## config.mk

```make
export PLATFORM = sky130hd
export DESIGN_NAME = lcr_lane_regs
export DESIGN_NICKNAME = d
export VERILOG_FILES = /design/src/common/lcr_pkg.sv /design/src/hdl/lcr_lane_regs.sv /design/src/hdl/lcr_detect_seq.sv /design/src/hdl/lcr_irq.sv
export SDC_FILE = /design/constraint.sdc
export NUM_CORES = 1
export LEC_CHECK = 0
export ABC_AREA = 1
export BUFFER_PORTS_ARGS = -buffer_cell sky130_fd_sc_hd__buf_4
export CELL_PAD_IN_SITES_DETAIL_PLACEMENT = 0
export CELL_PAD_IN_SITES_GLOBAL_PLACEMENT = 2
export CORE_UTILIZATION = 34
export DETAILED_ROUTE_END_ITERATION = 10
export PLACE_DENSITY = 0.85
export SYNTH_ARGS = -nofsm -noshare
export SYNTH_HDL_FRONTEND = slang
export SYNTH_SLANG_ARGS = --single-unit
```

## constraint.sdc

```tcl
create_clock -name aclk -period 3.8 [get_ports aclk]
set_input_delay 0.19 -clock aclk [delete_from_list [all_inputs] [get_ports aclk]]
set_output_delay 0.19 -clock aclk [all_outputs]
set_load 0.005 [all_outputs]
```

## src/common/lcr_pkg.sv

```systemverilog
// Shared constants and types of the lane configuration register bank.
package lcr_pkg;
  // Register indices; the byte address on the bus is four times the index.
  localparam logic [7:0] IDX_GLOBAL_CTRL = 8'h08;
  localparam logic [7:0] IDX_L5_DETECT = 8'h32;
  localparam logic [7:0] IDX_L5_EQ = 8'h33;
  localparam logic [7:0] IDX_L5_ATTEN = 8'h35;
  localparam logic [7:0] IDX_L5_THRESH = 8'h36;
  localparam logic [7:0] IDX_RSVD_LO = 8'h37;
  localparam logic [7:0] IDX_RSVD_HI = 8'h38;
  localparam logic [7:0] IDX_L6_DETECT = 8'h39;
  localparam logic [7:0] IDX_L6_EQ = 8'h3a;
  localparam logic [7:0] IDX_L6_ATTEN = 8'h3c;
  localparam logic [7:0] IDX_L6_THRESH = 8'h3d;
  localparam logic [7:0] IDX_IRQ_STATUS = 8'h70;
  localparam logic [7:0] IDX_IRQ_MASK = 8'h71;
  // Field positions.
  localparam int GLB_THRESH_BIT = 6;
  localparam int GLB_DETECT_BIT = 3;
  localparam int TERM_STATUS_BIT = 7;
  localparam int MODE_LSB = 2;
  // Values after reset.
  localparam logic [2:0] ATTEN_RST = 3'h2;
  localparam logic [3:0] THRESH_RST = 4'h0;
  localparam logic [1:0] DETECT_RST = 2'h0;
  localparam logic [7:0] EQ_RST = 8'h2f;
  localparam logic [7:0] GLOBAL_RST = 8'h00;
  // Receiver presence check modes.
  typedef enum logic [1:0] {
    MODE_HIZ = 2'h0,
    MODE_AUTO_ONCE = 2'h1,
    MODE_AUTO_EVER = 2'h2,
    MODE_TERM = 2'h3
  } lcr_mode_e;
  // Sequencer states, Gray coded along idle, search, found.
  typedef enum logic [1:0] {
    ST_IDLE = 2'h0,
    ST_SEARCH = 2'h1,
    ST_FOUND = 2'h3,
    ST_GAVE_UP = 2'h2
  } lcr_state_e;
  // Timing of the presence check at a 125 MHz clock.
  localparam int CLK_KHZ = 125000;
  localparam int TEST_PERIOD_MS = 12;
  localparam int SEARCH_SPAN_MS = 600;
  localparam int TEST_PERIOD_CYC = TEST_PERIOD_MS * CLK_KHZ;
  localparam int TEST_ATTEMPTS = SEARCH_SPAN_MS / TEST_PERIOD_MS;
  // Bus responses and interrupt layout.
  localparam logic [1:0] RESP_OKAY = 2'h0;
  localparam logic [1:0] RESP_SLVERR = 2'h2;
  localparam int IRQ_W = 4;
endpackage

```

## src/hdl/lcr_lane_regs.sv

```systemverilog
// Lane configuration registers for two lanes behind an AXI4-Lite slave.
`timescale 1ns/1ns
module lcr_lane_regs #(
  parameter int ADDR_W = 12,
  parameter int PERIOD_CYC = lcr_pkg::TEST_PERIOD_CYC,
  parameter int ATTEMPTS = lcr_pkg::TEST_ATTEMPTS
) (
  // Clock, reset and clock enable.
  input wire logic aclk,
  input wire logic aresetn,
  input wire logic ce,
  // AXI4-Lite write channels.
  input wire logic [ADDR_W-1:0] s_axi_awaddr,
  input wire logic s_axi_awvalid,
  output logic s_axi_awready,
  input wire logic [31:0] s_axi_wdata,
  input wire logic [3:0] s_axi_wstrb,
  input wire logic s_axi_wvalid,
  output logic s_axi_wready,
  output logic [1:0] s_axi_bresp,
  output logic s_axi_bvalid,
  input wire logic s_axi_bready,
  // AXI4-Lite read channels.
  input wire logic [ADDR_W-1:0] s_axi_araddr,
  input wire logic s_axi_arvalid,
  output logic s_axi_arready,
  output logic [31:0] s_axi_rdata,
  output logic [1:0] s_axi_rresp,
  output logic s_axi_rvalid,
  input wire logic s_axi_rready,
  // Pin straps and per-lane detection results.
  input wire logic [3:0] signal_detect_threshold_pin,
  input wire logic [1:0] receiver_presence_check_pin,
  input wire logic [1:0] detect_hit,
  // Per-lane settings, index 0 is the first lane, index 1 the second.
  output logic [1:0][2:0] output_attenuation,
  output logic [1:0][1:0] assert_threshold,
  output logic [1:0][1:0] deassert_threshold,
  output logic [1:0][7:0] equalizer,
  output logic [1:0] termination_on,
  output logic [1:0] detect_test,
  // Interrupt.
  output logic irq
);
  localparam logic [1:0][7:0] ATT_IDX = {lcr_pkg::IDX_L6_ATTEN, lcr_pkg::IDX_L5_ATTEN};
  localparam logic [1:0][7:0] THR_IDX = {lcr_pkg::IDX_L6_THRESH, lcr_pkg::IDX_L5_THRESH};
  localparam logic [1:0][7:0] DET_IDX = {lcr_pkg::IDX_L6_DETECT, lcr_pkg::IDX_L5_DETECT};
  localparam logic [1:0][7:0] EQ_IDX = {lcr_pkg::IDX_L6_EQ, lcr_pkg::IDX_L5_EQ};

  // Word index of a byte address.
  function automatic logic [7:0] idx_of(input logic [ADDR_W-1:0] a);
    return a[9:2];
  endfunction

  // True for every index that answers OKAY.
  function automatic logic is_mapped(input logic [7:0] i);
    return i == lcr_pkg::IDX_GLOBAL_CTRL || i == lcr_pkg::IDX_L5_DETECT ||
      i == lcr_pkg::IDX_L5_EQ || i == lcr_pkg::IDX_L5_ATTEN ||
      i == lcr_pkg::IDX_L5_THRESH || i == lcr_pkg::IDX_RSVD_LO ||
      i == lcr_pkg::IDX_RSVD_HI || i == lcr_pkg::IDX_L6_DETECT ||
      i == lcr_pkg::IDX_L6_EQ || i == lcr_pkg::IDX_L6_ATTEN ||
      i == lcr_pkg::IDX_L6_THRESH || i == lcr_pkg::IDX_IRQ_STATUS ||
      i == lcr_pkg::IDX_IRQ_MASK;
  endfunction

  // Bus bookkeeping.
  logic aw_have_r, w_have_r;
  logic [ADDR_W-1:0] awaddr_q;
  logic [7:0] wdata_q;
  logic wstrb_q;
  // Register storage.
  logic [7:0] glob_r;
  logic [1:0][2:0] att_r;
  logic [1:0][3:0] thr_r;
  logic [1:0][1:0] det_r;
  logic [1:0][7:0] eq_r;
  logic [1:0][1:0] eff_mode_r;
  // Interrupt wires.
  logic [lcr_pkg::IRQ_W-1:0] irq_status, irq_mask;
  logic [1:0] found, give_up;
  logic [7:0] rd_byte;

  // Handshakes and write decode.
  wire aw_hs = s_axi_awvalid & s_axi_awready;
  wire w_hs = s_axi_wvalid & s_axi_wready;
  wire ar_hs = s_axi_arvalid & s_axi_arready;
  wire wr_go = aw_have_r & w_have_r & ~s_axi_bvalid;
  wire [7:0] wr_idx = idx_of(awaddr_q);
  wire [7:0] rd_idx = idx_of(s_axi_araddr);
  wire wr_en = wr_go & wstrb_q;
  wire wr_glob = wr_en && wr_idx == lcr_pkg::IDX_GLOBAL_CTRL;
  wire wr_stat = wr_en && wr_idx == lcr_pkg::IDX_IRQ_STATUS;
  wire wr_mask = wr_en && wr_idx == lcr_pkg::IDX_IRQ_MASK;
  wire thr_by_reg = glob_r[lcr_pkg::GLB_THRESH_BIT];
  wire det_by_reg = glob_r[lcr_pkg::GLB_DETECT_BIT];

  // Write address and data are taken in either order and held until used.
  always_ff @(posedge aclk) begin
    if (!aresetn) begin
      aw_have_r <= 1'b0;
      w_have_r <= 1'b0;
      awaddr_q <= '0;
      wdata_q <= 8'h00;
      wstrb_q <= 1'b0;
      s_axi_awready <= 1'b0;
      s_axi_wready <= 1'b0;
      s_axi_bvalid <= 1'b0;
      s_axi_bresp <= lcr_pkg::RESP_OKAY;
    end else if (ce) begin
      s_axi_awready <= ~(aw_hs | aw_have_r | s_axi_bvalid);
      s_axi_wready <= ~(w_hs | w_have_r | s_axi_bvalid);
      if (aw_hs) begin
        aw_have_r <= 1'b1;
        awaddr_q <= s_axi_awaddr;
      end else if (wr_go) begin
        aw_have_r <= 1'b0;
      end
      if (w_hs) begin
        w_have_r <= 1'b1;
        wdata_q <= s_axi_wdata[7:0];
        wstrb_q <= s_axi_wstrb[0];
      end else if (wr_go) begin
        w_have_r <= 1'b0;
      end
      if (wr_go) begin
        s_axi_bvalid <= 1'b1;
        s_axi_bresp <= is_mapped(wr_idx) ? lcr_pkg::RESP_OKAY : lcr_pkg::RESP_SLVERR;
      end else if (s_axi_bready) begin
        s_axi_bvalid <= 1'b0;
      end
    end
  end

  // Global control holds the two register-override bits.
  always_ff @(posedge aclk) begin
    if (!aresetn) begin
      glob_r <= lcr_pkg::GLOBAL_RST;
    end else if (ce && wr_glob) begin
      glob_r <= wdata_q;
    end
  end

  // One identical register set and sequencer per lane.
  for (genvar l = 0; l < 2; l++) begin : g_lane
    wire wr_att = wr_en && wr_idx == ATT_IDX[l];
    wire wr_thr = wr_en && wr_idx == THR_IDX[l];
    wire wr_det = wr_en && wr_idx == DET_IDX[l];
    wire wr_eq = wr_en && wr_idx == EQ_IDX[l];

    // Writable fields; bit 7 of attenuation is status and never stored.
    always_ff @(posedge aclk) begin
      if (!aresetn) begin
        att_r[l] <= lcr_pkg::ATTEN_RST;
        thr_r[l] <= lcr_pkg::THRESH_RST;
        det_r[l] <= lcr_pkg::DETECT_RST;
        eq_r[l] <= lcr_pkg::EQ_RST;
      end else if (ce) begin
        if (wr_att) att_r[l] <= wdata_q[2:0];
        if (wr_thr) thr_r[l] <= wdata_q[3:0];
        if (wr_det) det_r[l] <= wdata_q[lcr_pkg::MODE_LSB +: 2];
        if (wr_eq) eq_r[l] <= wdata_q;
      end
    end

    // Effective thresholds and mode pick register or pin as the override bits say; attenuation and equalizer take the register.
    always_ff @(posedge aclk) begin
      if (!aresetn) begin
        output_attenuation[l] <= lcr_pkg::ATTEN_RST;
        assert_threshold[l] <= lcr_pkg::THRESH_RST[3:2];
        deassert_threshold[l] <= lcr_pkg::THRESH_RST[1:0];
        equalizer[l] <= lcr_pkg::EQ_RST;
        eff_mode_r[l] <= lcr_pkg::DETECT_RST;
      end else if (ce) begin
        output_attenuation[l] <= att_r[l];
        assert_threshold[l] <= thr_by_reg ? thr_r[l][3:2]
          : signal_detect_threshold_pin[3:2];
        deassert_threshold[l] <= thr_by_reg ? thr_r[l][1:0]
          : signal_detect_threshold_pin[1:0];
        equalizer[l] <= eq_r[l];
        eff_mode_r[l] <= det_by_reg ? det_r[l] : receiver_presence_check_pin;
      end
    end

    lcr_detect_seq #(
      .PERIOD_CYC(PERIOD_CYC),
      .ATTEMPTS(ATTEMPTS)
    ) u_seq (
      .aclk(aclk),
      .aresetn(aresetn),
      .ce(ce),
      .mode(eff_mode_r[l]),
      .hit(detect_hit[l]),
      .test_o(detect_test[l]),
      .term_o(termination_on[l]),
      .found_o(found[l]),
      .give_up_o(give_up[l])
    );
  end

  // Events: bits 1:0 detection per lane, bits 3:2 search gave up per lane.
  lcr_irq #(
    .W(lcr_pkg::IRQ_W)
  ) u_irq (
    .aclk(aclk),
    .aresetn(aresetn),
    .ce(ce),
    .set({give_up, found}),
    .clr_we(wr_stat),
    .mask_we(wr_mask),
    .wbits(wdata_q[lcr_pkg::IRQ_W-1:0]),
    .status_o(irq_status),
    .mask_o(irq_mask),
    .irq_o(irq)
  );

  // Read selection; unmapped and reserved indices read zero.
  always_comb begin
    rd_byte = 8'h00;
    unique case (rd_idx)
      lcr_pkg::IDX_GLOBAL_CTRL: rd_byte = glob_r;
      lcr_pkg::IDX_L5_ATTEN: rd_byte = {termination_on[0], 4'h0, att_r[0]};
      lcr_pkg::IDX_L6_ATTEN: rd_byte = {termination_on[1], 4'h0, att_r[1]};
      lcr_pkg::IDX_L5_THRESH: rd_byte = {4'h0, thr_r[0]};
      lcr_pkg::IDX_L6_THRESH: rd_byte = {4'h0, thr_r[1]};
      lcr_pkg::IDX_L5_DETECT: rd_byte = {4'h0, det_r[0], 2'h0};
      lcr_pkg::IDX_L6_DETECT: rd_byte = {4'h0, det_r[1], 2'h0};
      lcr_pkg::IDX_L5_EQ: rd_byte = eq_r[0];
      lcr_pkg::IDX_L6_EQ: rd_byte = eq_r[1];
      lcr_pkg::IDX_IRQ_STATUS: rd_byte = {4'h0, irq_status};
      lcr_pkg::IDX_IRQ_MASK: rd_byte = {4'h0, irq_mask};
      default: rd_byte = 8'h00;
    endcase
  end

  // Read channel answers on the same edge that takes the address.
  always_ff @(posedge aclk) begin
    if (!aresetn) begin
      s_axi_arready <= 1'b0;
      s_axi_rvalid <= 1'b0;
      s_axi_rdata <= 32'h0000_0000;
      s_axi_rresp <= lcr_pkg::RESP_OKAY;
    end else if (ce) begin
      s_axi_arready <= ~(ar_hs | s_axi_rvalid);
      if (ar_hs) begin
        s_axi_rvalid <= 1'b1;
        s_axi_rdata <= {24'h00_0000, rd_byte};
        s_axi_rresp <= is_mapped(rd_idx) ? lcr_pkg::RESP_OKAY : lcr_pkg::RESP_SLVERR;
      end else if (s_axi_rready) begin
        s_axi_rvalid <= 1'b0;
      end
    end
  end

  // Checks on the register bank.
  AST_STATUS_BIT: assert property (@(posedge aclk) disable iff (!aresetn || !ce)
    ar_hs && rd_idx == lcr_pkg::IDX_L5_ATTEN |=> s_axi_rdata[7] == $past(termination_on[0]))
    else $error("Attenuation bit 7 does not show termination.");
  AST_ATTEN_WRITE: assert property (@(posedge aclk) disable iff (!aresetn || !ce)
    wr_en && wr_idx == lcr_pkg::IDX_L6_ATTEN |-> ##2 output_attenuation[1] == $past(wdata_q[2:0], 2))
    else $error("Attenuation write did not reach the output.");
  AST_ATTEN_OUT: assert property (@(posedge aclk) disable iff (!aresetn || !ce)
    ce |=> output_attenuation == $past(att_r))
    else $error("Attenuation output lags its register.");
  AST_THR_PIN: assert property (@(posedge aclk) disable iff (!aresetn || !ce)
    ce && !thr_by_reg |=> {assert_threshold[0], deassert_threshold[0]} ==
      $past(signal_detect_threshold_pin))
    else $error("Threshold not taken from the pin.");
  AST_THR_REG: assert property (@(posedge aclk) disable iff (!aresetn || !ce)
    ce && thr_by_reg |=> {assert_threshold[1], deassert_threshold[1]} == $past(thr_r[1]))
    else $error("Threshold not taken from the register.");
  AST_MODE_SEL: assert property (@(posedge aclk) disable iff (!aresetn || !ce)
    ce |=> eff_mode_r[0] == $past(det_by_reg ? det_r[0] : receiver_presence_check_pin))
    else $error("Presence check mode has the wrong source.");
  AST_EQ_RESET: assert property (@(posedge aclk)
    !aresetn |=> eq_r == {2{lcr_pkg::EQ_RST}})
    else $error("Equalizer did not reset to its default.");
  AST_LANE_APART: assert property (@(posedge aclk) disable iff (!aresetn || !ce)
    wr_en && wr_idx == lcr_pkg::IDX_L5_EQ |=> $stable(eq_r[1]))
    else $error("First lane write changed the second lane.");
  COV_WRITE: cover property (@(posedge aclk) disable iff (!aresetn) wr_go);
  COV_READ: cover property (@(posedge aclk) disable iff (!aresetn) ar_hs);
  COV_IRQ: cover property (@(posedge aclk) disable iff (!aresetn) irq);
endmodule

```

## src/hdl/lcr_detect_seq.sv

```systemverilog
// Per-lane receiver presence check sequencer and termination control.
`timescale 1ns/1ns
module lcr_detect_seq #(
  parameter int PERIOD_CYC = lcr_pkg::TEST_PERIOD_CYC,
  parameter int ATTEMPTS = lcr_pkg::TEST_ATTEMPTS
) (
  // Clock, reset and enable.
  input wire logic aclk,
  input wire logic aresetn,
  input wire logic ce,
  // Effective mode and result of the analog test.
  input wire logic [1:0] mode,
  input wire logic hit,
  // Test strobe, termination and one-cycle events.
  output logic test_o,
  output logic term_o,
  output logic found_o,
  output logic give_up_o
);
  localparam int CW = $clog2(PERIOD_CYC + 1);
  localparam int AW = $clog2(ATTEMPTS + 1);
  localparam logic [CW-1:0] RELOAD = CW'(PERIOD_CYC - 1);
  localparam logic [AW-1:0] LAST = AW'(ATTEMPTS);

  lcr_pkg::lcr_state_e st_r, st_nxt;
  logic [CW-1:0] cnt_r, cnt_nxt;
  logic [AW-1:0] tries_r, tries_nxt;
  logic [1:0] mode_r;
  logic test_nxt, found_nxt, give_nxt, term_nxt;

  // A change of mode restarts the sequence from idle.
  wire mode_chg = mode != mode_r;
  wire is_auto = mode == lcr_pkg::MODE_AUTO_ONCE || mode == lcr_pkg::MODE_AUTO_EVER;
  wire is_once = mode == lcr_pkg::MODE_AUTO_ONCE;
  wire tick = cnt_r == '0;

  // Next state: test on each period expiry, stop on a hit or, in auto-once mode, after the last try.
  always_comb begin
    st_nxt = st_r;
    cnt_nxt = cnt_r;
    tries_nxt = tries_r;
    test_nxt = 1'b0;
    found_nxt = 1'b0;
    give_nxt = 1'b0;
    if (mode_chg) begin
      st_nxt = lcr_pkg::ST_IDLE;
    end else begin
      unique case (st_r)
        lcr_pkg::ST_IDLE: begin
          if (is_auto) begin
            st_nxt = lcr_pkg::ST_SEARCH;
            cnt_nxt = '0;
            tries_nxt = '0;
          end
        end
        lcr_pkg::ST_SEARCH: begin
          if (hit) begin
            st_nxt = lcr_pkg::ST_FOUND;
            found_nxt = 1'b1;
          end else if (tick && is_once && tries_r == LAST) begin
            st_nxt = lcr_pkg::ST_GAVE_UP;
            give_nxt = 1'b1;
          end else if (tick) begin
            test_nxt = 1'b1;
            cnt_nxt = RELOAD;
            tries_nxt = (tries_r == LAST) ? tries_r : tries_r + 1'b1;
          end else begin
            cnt_nxt = cnt_r - 1'b1;
          end
        end
        lcr_pkg::ST_FOUND, lcr_pkg::ST_GAVE_UP: begin
          st_nxt = st_r;
        end
      endcase
    end
    // Fixed modes force the termination off (Hi-Z mode) or on (term mode); auto modes stay Hi-Z until found.
    term_nxt = (mode == lcr_pkg::MODE_TERM) || (is_auto && st_nxt == lcr_pkg::ST_FOUND);
  end

  // State and output flops.
  always_ff @(posedge aclk) begin
    if (!aresetn) begin
      st_r <= lcr_pkg::ST_IDLE;
      cnt_r <= '0;
      tries_r <= '0;
      mode_r <= lcr_pkg::DETECT_RST;
      test_o <= 1'b0;
      term_o <= 1'b0;
      found_o <= 1'b0;
      give_up_o <= 1'b0;
    end else if (ce) begin
      st_r <= st_nxt;
      cnt_r <= cnt_nxt;
      tries_r <= tries_nxt;
      mode_r <= mode;
      test_o <= test_nxt;
      term_o <= term_nxt;
      found_o <= found_nxt;
      give_up_o <= give_nxt;
    end
  end

  // Checks on the sequencer.
  AST_FIXED_TERM: assert property (@(posedge aclk) disable iff (!aresetn || !ce)
    ce && mode[1] == mode[0] |=> term_o == $past(mode[0]))
    else $error("Fixed mode did not set the termination.");
  AST_GIVE_UP_COUNT: assert property (@(posedge aclk) disable iff (!aresetn)
    give_up_o |-> tries_r == LAST && mode_r == lcr_pkg::MODE_AUTO_ONCE)
    else $error("Search stopped before the last attempt.");
  AST_RELOAD: assert property (@(posedge aclk) disable iff (!aresetn)
    test_o |-> cnt_r == RELOAD && st_r == lcr_pkg::ST_SEARCH)
    else $error("Test issued without a full period reload.");
  AST_HIZ_SEARCH: assert property (@(posedge aclk) disable iff (!aresetn)
    st_r == lcr_pkg::ST_SEARCH |-> !term_o)
    else $error("Termination applied before detection.");
  COV_FOUND: cover property (@(posedge aclk) disable iff (!aresetn) found_o);
  COV_GIVE_UP: cover property (@(posedge aclk) disable iff (!aresetn) give_up_o);
endmodule

```

## src/hdl/lcr_irq.sv

```systemverilog
// Sticky event status with mask and one level interrupt.
`timescale 1ns/1ns
module lcr_irq #(
  parameter int W = lcr_pkg::IRQ_W
) (
  // Clock, reset and enable.
  input wire logic aclk,
  input wire logic aresetn,
  input wire logic ce,
  // Hardware events and software writes.
  input wire logic [W-1:0] set,
  input wire logic clr_we,
  input wire logic mask_we,
  input wire logic [W-1:0] wbits,
  // Status, mask and interrupt.
  output logic [W-1:0] status_o,
  output logic [W-1:0] mask_o,
  output logic irq_o
);
  logic [W-1:0] status_nxt, mask_nxt;

  // A set in the cycle of a write-one clear survives the clear.
  assign status_nxt = (status_o & ~(clr_we ? wbits : '0)) | set;
  assign mask_nxt = mask_we ? wbits : mask_o;

  // Registered status, mask and interrupt level.
  always_ff @(posedge aclk) begin
    if (!aresetn) begin
      status_o <= '0;
      mask_o <= '0;
      irq_o <= 1'b0;
    end else if (ce) begin
      status_o <= status_nxt;
      mask_o <= mask_nxt;
      irq_o <= |(status_nxt & mask_nxt);
    end
  end
endmodule

```

# == Yosys cells after proc, flatten, opt, wreduce, memory -nomap -nowiden ==
# Cells that the tools add are included.
# totals
reg_bits,193
in_bits,76
# op_classes
add_sub_neg,4
eq_ne,54
muxes,74
bitwise_logic,21
reduce_logical,79
# op_table
operator,n
two-way mux 21 bit,8
"equality test 8 x 6 -> 1 bit, second input constant",20
case mux 8 bit (11 select lines),1
case mux 21 bit (2 select lines),2
two-way mux 6 bit,10
zero test 21 bit,2
"subtractor 21 x 1 -> 21 bit, second input constant",2
"equality test 8 x 7 -> 1 bit, second input constant",4
two-way mux 2 bit,16
AND reduction 2 bit,16
two-way mux 1 bit,31
logical OR 1 bit,28
case mux 6 bit (2 select lines),2
"equality test 2 bit, second input constant",10
logical AND 1 bit,18
"equality test 8 x 4 -> 1 bit, second input constant",2
AND reduction 8 bit,2
"adder 6 x 1 -> 6 bit, second input constant",2
"equality test 6 bit, second input constant",2
"!= test 2 bit, second input constant",6
case mux 2 bit (3 select lines),2
AND reduction 6 bit,2
nonzero test 2 bit,6
bitwise AND 4 bit,2
12 further kinds,36

# == Depth between registers and ports, before layout ==
# logic_depth
ltp_word,14
depth_mapped,14
mapped_depth_nobuf,13

# == Hierarchy ==
# From an unflattened synthesis, not the netlist that was laid out.
# hier_totals
hier_cells,1387
area_unflattened_um2,9643.0
# modules_own_cells
module,n_inst,cells_each,area_per_inst_um2
lcr_lane_regs,1,672,4883.4
lcr_detect_seq,2,320,2147.1
lcr_irq,1,75,465.4

# == Worst setup path after synthesis ==
# Ideal clock, no wire load.
# synth_path
path_kind,register to register
start,register eff_mode_r[3] (netlist bit)
end,register g_lane[1].u_seq.cnt_r[18]
setup_ns,0.117
arrival_ns,1.502
setup_slack_ns,2.180
stages_incl_launch_ff,12
path_buffers,1
synth_period_minus_slack_ns,1.620
path_cell_list,dfxtp_1 inv_1 ha_1 nand2_1 nand2_1 nor2_1 nand3_2 nand2_4 inv_6 buf_6 nor2_1 nor2_1
# synth_via
elab_chain_len,5
# synth_lines
element,line_no,source
"start, declared",lcr_lane_regs.sv:77,logic [1:0][1:0] eff_mode_r;
"start signal, assigned by index",lcr_lane_regs.sv:172,eff_mode_r[l] <= lcr_pkg::DETECT_RST;
"start signal, assigned by index",lcr_lane_regs.sv:180,eff_mode_r[l] <= det_by_reg ? det_r[l] : receiver_presence_check_pin;
equality test 2 x 1 -> 1 bit,"lcr_detect_seq.sv:33, lcr_detect_seq.sv:34",
logical AND 1 bit (2 in series),lcr_detect_seq.sv:60,end else if (tick && is_once && tries_r == LAST) begin
!= test 2 bit (no line),--,
AND reduction 6 bit (no line) *,--,
"end signal, assigned",lcr_detect_seq.sv:93,cnt_r <= cnt_nxt;
"end, declared",lcr_detect_seq.sv:26,"logic [CW-1:0] cnt_r, cnt_nxt;"
# Mark *: on every way between the ends. The rest lies on a longest branch, timed or not.
# A chain may end at the register's enable or synchronous reset.

# == Worst setup path after layout ==
# layout_path
start,register g_lane[0].u_seq.st_r[0]
end,register g_lane[0].u_seq.cnt_r[13]
# layout_via
elab_chain_len,3
# layout_lines
element,line_no,source
"start, declared",lcr_detect_seq.sv:25,"lcr_pkg::lcr_state_e st_r, st_nxt;"
"start signal, assigned",lcr_detect_seq.sv:83,st_r <= lcr_pkg::ST_IDLE;
"start signal, assigned",lcr_detect_seq.sv:92,st_r <= st_nxt;
equality test 2 x 1 -> 1 bit or zero test 2 bit (tied branches),lcr_detect_seq.sv:48,unique case (st_r)
"!= test 2 bit (no line), or another cell as far along",--,
AND reduction 6 bit (no line),--,
"end signal, assigned",lcr_detect_seq.sv:93,
"end, declared",lcr_detect_seq.sv:26,
# Several ways; a longest one is shown, not always the timed one.

==> metrics.txt <==
# TYPE chip_impl_metric gauge
chip_impl_info{name="crit_path_start_kind",value="flip-flop"} 1
chip_impl_metric{name="initial_core_util",unit="%"} 34.59
chip_impl_metric{name="report.final.slew_viol_count",unit=""} 0
chip_impl_metric{name="finalWorstPathRequiredPeriod",unit="ps"} 2101
chip_impl_metric{name="placement.io_buffers",unit=""} 90
chip_impl_metric{name="timing.setup.tns",unit="ps"} 0
chip_impl_metric{name="maximum_clock_skew_at_final_layout",unit="ps"} 16.73
chip_impl_metric{name="routed_via_density",unit=""} 4.823
chip_impl_metric{name="ys.warnings.count",unit=""} 0
chip_impl_metric{name="max_clock_buf_depth",unit=""} 2
chip_impl_metric{name="drc",unit=""} 0
chip_impl_metric{name="grt_pass1_vias",unit=""} 8553
chip_impl_metric{name="maximum_number_of_pins_on_one_net_before_global_route_repair",unit=""} 64
chip_impl_metric{name="htreeDepth",unit=""} 4
chip_impl_metric{name="drt_first_pass_iters",unit=""} 5
chip_impl_info{name="status",value="finished clean"} 1
chip_impl_info{name="dominantRegCellSynth",value="dfxtp_1"} 1
chip_impl_metric{name="worst-slew-pin-transition",unit="ps"} 747.5
chip_impl_info{name="timing.critical_path.to_type",value="flip-flop"} 1
chip_impl_metric{name="post_synth_inst_count",unit=""} 1461
chip_impl_metric{name="postSynth.asyncResetShare",unit="%"} 0
chip_impl_metric{name="core.rowCount",unit=""} 62
chip_impl_metric{name="place_ws",unit="ps"} 1690
chip_impl_info{name="worstSetupPathType",value="reg2reg"} 1
chip_impl_metric{name="area_growth_syn_to_layout",unit="%"} 14.83
chip_impl_metric{name="hold_viol_final",unit=""} 0
chip_impl_info{name="synthTopCellsByCount",value="nand2_1, nor2_1, dfxtp_1"} 1
chip_impl_info{name="worst_path_max_delay_cell",value="nor2_1"} 1
chip_impl_info{name="crit_path_frequent_cell",value="nand2_1"} 1
chip_impl_metric{name="worst_skew_pair.late_latency",unit="ps"} 450
chip_impl_metric{name="total_switching_power",unit="uW"} 1797
chip_impl_info{name="timing.hold.worst.class",value="in2reg"} 1
chip_impl_metric{name="die_area",unit="um^2"} 29970
chip_impl_metric{name="fin_nets",unit=""} 1608
chip_impl_info{name="cts_tree",value="done"} 1
chip_impl_metric{name="vias",unit=""} 9246
chip_impl_metric{name="grt_antenna_before_repair",unit=""} 0
chip_impl_info{name="synth.top_cells.by_area",value="dfxtp_1, nand2_1, nor2_1"} 1
chip_impl_metric{name="grt_first_pass_wirelength",unit="um"} 45680
chip_impl_metric{name="power_frac_clock",unit="%"} 36.0
chip_impl_metric{name="hold_buffers",unit=""} 1
chip_impl_metric{name="swShare",unit="%"} 34.26
chip_impl_metric{name="grt_usage",unit="%"} 19.00
chip_impl_metric{name="clock.fmax",unit="MHz"} 475.9
chip_impl_metric{name="clk_pin_slew_worst_paths",unit="ps"} 90
chip_impl_info{name="yosys.cell_count.top_type",value="nand2_1"} 1
chip_impl_metric{name="share_of_post_route_cells_with_drive_strength_above_1",unit="%"} 12.85
chip_impl_metric{name="cellLeakagePower",unit="uW"} 0.004959
chip_impl_metric{name="postCtsResizedCells",unit=""} 0
chip_impl_metric{name="syn_area",unit="um^2"} 9956
chip_impl_metric{name="synthesis.area_per_instance",unit="um^2"} 6.814
chip_impl_metric{name="routed_wl",unit="um"} 28030
chip_impl_metric{name="antennaDiodeCount",unit=""} 0
chip_impl_metric{name="setup-violations-final",unit=""} 0
chip_impl_metric{name="chipWidth",unit="um"} 173.1
chip_impl_metric{name="layout_worst_path_cycle_share",unit="%"} 55.30
chip_impl_metric{name="cellPowerDensity",unit="nW/um^2"} 458.7
chip_impl_metric{name="seq_power_share",unit="%"} 40.7
chip_impl_metric{name="top_level_ports",unit=""} 152
chip_impl_metric{name="worstPathRequired",unit="ps"} 4180
chip_impl_metric{name="worstPathArrival",unit="ps"} 2480
chip_impl_metric{name="routabilityCongestion",unit=""} 0.8749
chip_impl_metric{name="sink_count_of_the_clock_tree",unit=""} 189
chip_impl_metric{name="die_height",unit="um"} 173.1
chip_impl_metric{name="post-cts-setup-buffers",unit=""} 0
chip_impl_metric{name="max_cap_viol_count",unit=""} 0
chip_impl_metric{name="cts_inserted_buffers",unit=""} 17
chip_impl_metric{name="slew_headroom",unit="%"} 49.90
chip_impl_info{name="cts_root_buf",value="clkbuf_16"} 1
chip_impl_metric{name="floorplan.core_area",unit="um^2"} 28780
chip_impl_metric{name="globalRouteOverflowTotal",unit=""} 0
chip_impl_metric{name="routedWlPerCell",unit="um"} 14.62
chip_impl_metric{name="synth-seq-area-share",unit="%"} 38.00
chip_impl_metric{name="finalWorstSetupSlack",unit="ps"} 1699
chip_impl_metric{name="dp_hpwl",unit="um"} 19940
chip_impl_metric{name="synth.ff_latch_count",unit=""} 189
chip_impl_metric{name="vdd.ir_drop.worst",unit="mV"} 0.3152
chip_impl_metric{name="p_int",unit="uW"} 3447
chip_impl_metric{name="final_antenna_net_count",unit=""} 0
chip_impl_metric{name="share_of_the_synthesized_area_in_the_top_cell_type",unit="%"} 38.00
chip_impl_info{name="synth_top_cell_by_area",value="dfxtp_1"} 1
chip_impl_metric{name="cp_max_fo",unit=""} 32
chip_impl_info{name="worstPathCellList",value="inv_2 > nor2_1 > nand2_1 > nand2_1 > nor2_1 > nand2_1 > nand2_4 > inv_4 > nand2_1 > a21oi_1"} 1
chip_impl_metric{name="synthDistinctLibCells",unit=""} 47
chip_impl_info{name="rsz0062_at_grt",value="false"} 1
chip_impl_metric{name="initialDrtViolationCount",unit=""} 649
chip_impl_metric{name="max_stage_delay",unit="ps"} 440
chip_impl_metric{name="synth_enable_flop_cells",unit=""} 0
chip_impl_metric{name="combPwrFrac",unit="%"} 23.3
routing by layer:
layer	GRT usage [%]	vias up	share of wire (%)
met5	0	-	0
met4	5.015	0	1.1
met3	3.166	22	3.9
met2	28.36	187	43
met1	28.02	4185	52
li1	-	4852	-
flip-flops by register name, summed over array words and instances, names as in the netlist, 6 cells and up:
register	cells
g_lane.u_seq.cnt_r	42
output_attenuation	6
eq_r	16
att_r	6
awaddr_q	8
glob_r	8
equalizer	16
g_lane.u_seq.tries_r	12
wdata_q	8
s_axi_rdata	8
thr_r	8
logic make-up (layout without fill, tap and decap cells):
kind of cell,after synthesis,in the layout,share of synthesized area (%)
other,1,26,0.03767
adder cells (fa/ha/maj),12,12,1.508
flip-flops,189,189,38.00
AND/OR/NAND/NOR,737,737,33.15
XOR/XNOR,19,19,1.671
AO/OA/AOI/OAI,281,281,15.55
buffers and inverters,222,269,10.08
cells in the final DEF (no fill, tap or decap), drive strengths merged, types with 10 or more instances in the layout:
master,count
a211oi,10
a21oi,127
buf,98
clkbuf,18
clkinv,10
conb,26
dfxtp,189
ha,12
inv,140
nand2,328
nand3,141
nand4,18
nor2,216
nor3,12
o211ai,32
o21ai,105
xnor2,13
metrics by stage:
| stage | cell area (um^2) | total power (uW) | cells | util, % | hold WS [ps] |
|---|---|---|---|---|---|
| global route | 11430 | 5563 | 1917 | 39.72 | 15.06 |
| detailed placement | 10790 | 3414 | 1884 | 37.48 | 449.9 |
| global placement | 10790 | 3415 | 1884 | 37.48 | 445.1 |
| CTS | 11430 | 5312 | 1917 | 39.72 | 4.350 |
| floorplan | 10050 | 3117 | 1486 | - | 350.0 |
| finish | 11430 | 5244 | 1917 | 39.72 | 18.99 |
area by class of cell:
| type | instances | area, um^2 |
|---|---|---|
| fill | 3085 | 17350 |
| multi-input combinational | 1075 | 5263 |
| sequential | 189 | 3784 |
| timing repair buffer | 99 | 745.7 |
| inverter | 138 | 525.5 |
| tap | 384 | 480.5 |
| clock buffer | 18 | 439.2 |
| clock inverter | 14 | 195.2 |
power groups by stage:
stage,sequential [uW],clock (uW),combinational [uW]
after global placement,2180,0,1240
final,2130,1890,1220
after detailed placement,2180,0,1230
after floorplan,2160,0,954
after CTS,2130,1940,1240
after global routing,2150,2020,1400
critical path: cells and delay by family (launching register included):
family,cells,cell delay (ps)
buffers and inverters,2,330
flip-flops,1,370
AO/OA/AOI/OAI,1,150
AND/OR/NAND/NOR,7,1170
worst paths after layout:
kind | from | end | slack [ps] | cells after the start
min reg2reg | equalizer[10]$_SDFFE_PN1P_ | equalizer[10]$_SDFFE_PN1P_ | 470 | 2
min | s_axi_rready | s_axi_rvalid$_SDFFE_PN0P_ | 20 | 4
max | g_lane[0].u_seq.st_r[0]$_SDFFE_PN0P_ | g_lane[0].u_seq.cnt_r[13]$_SDFFE_PN0P_ | 1700 | 10
max reg2reg | g_lane[0].u_seq.st_r[0]$_SDFFE_PN0P_ | g_lane[0].u_seq.cnt_r[13]$_SDFFE_PN0P_ | 1700 | 10
Note: power is estimated with default switching activity, not from simulation.
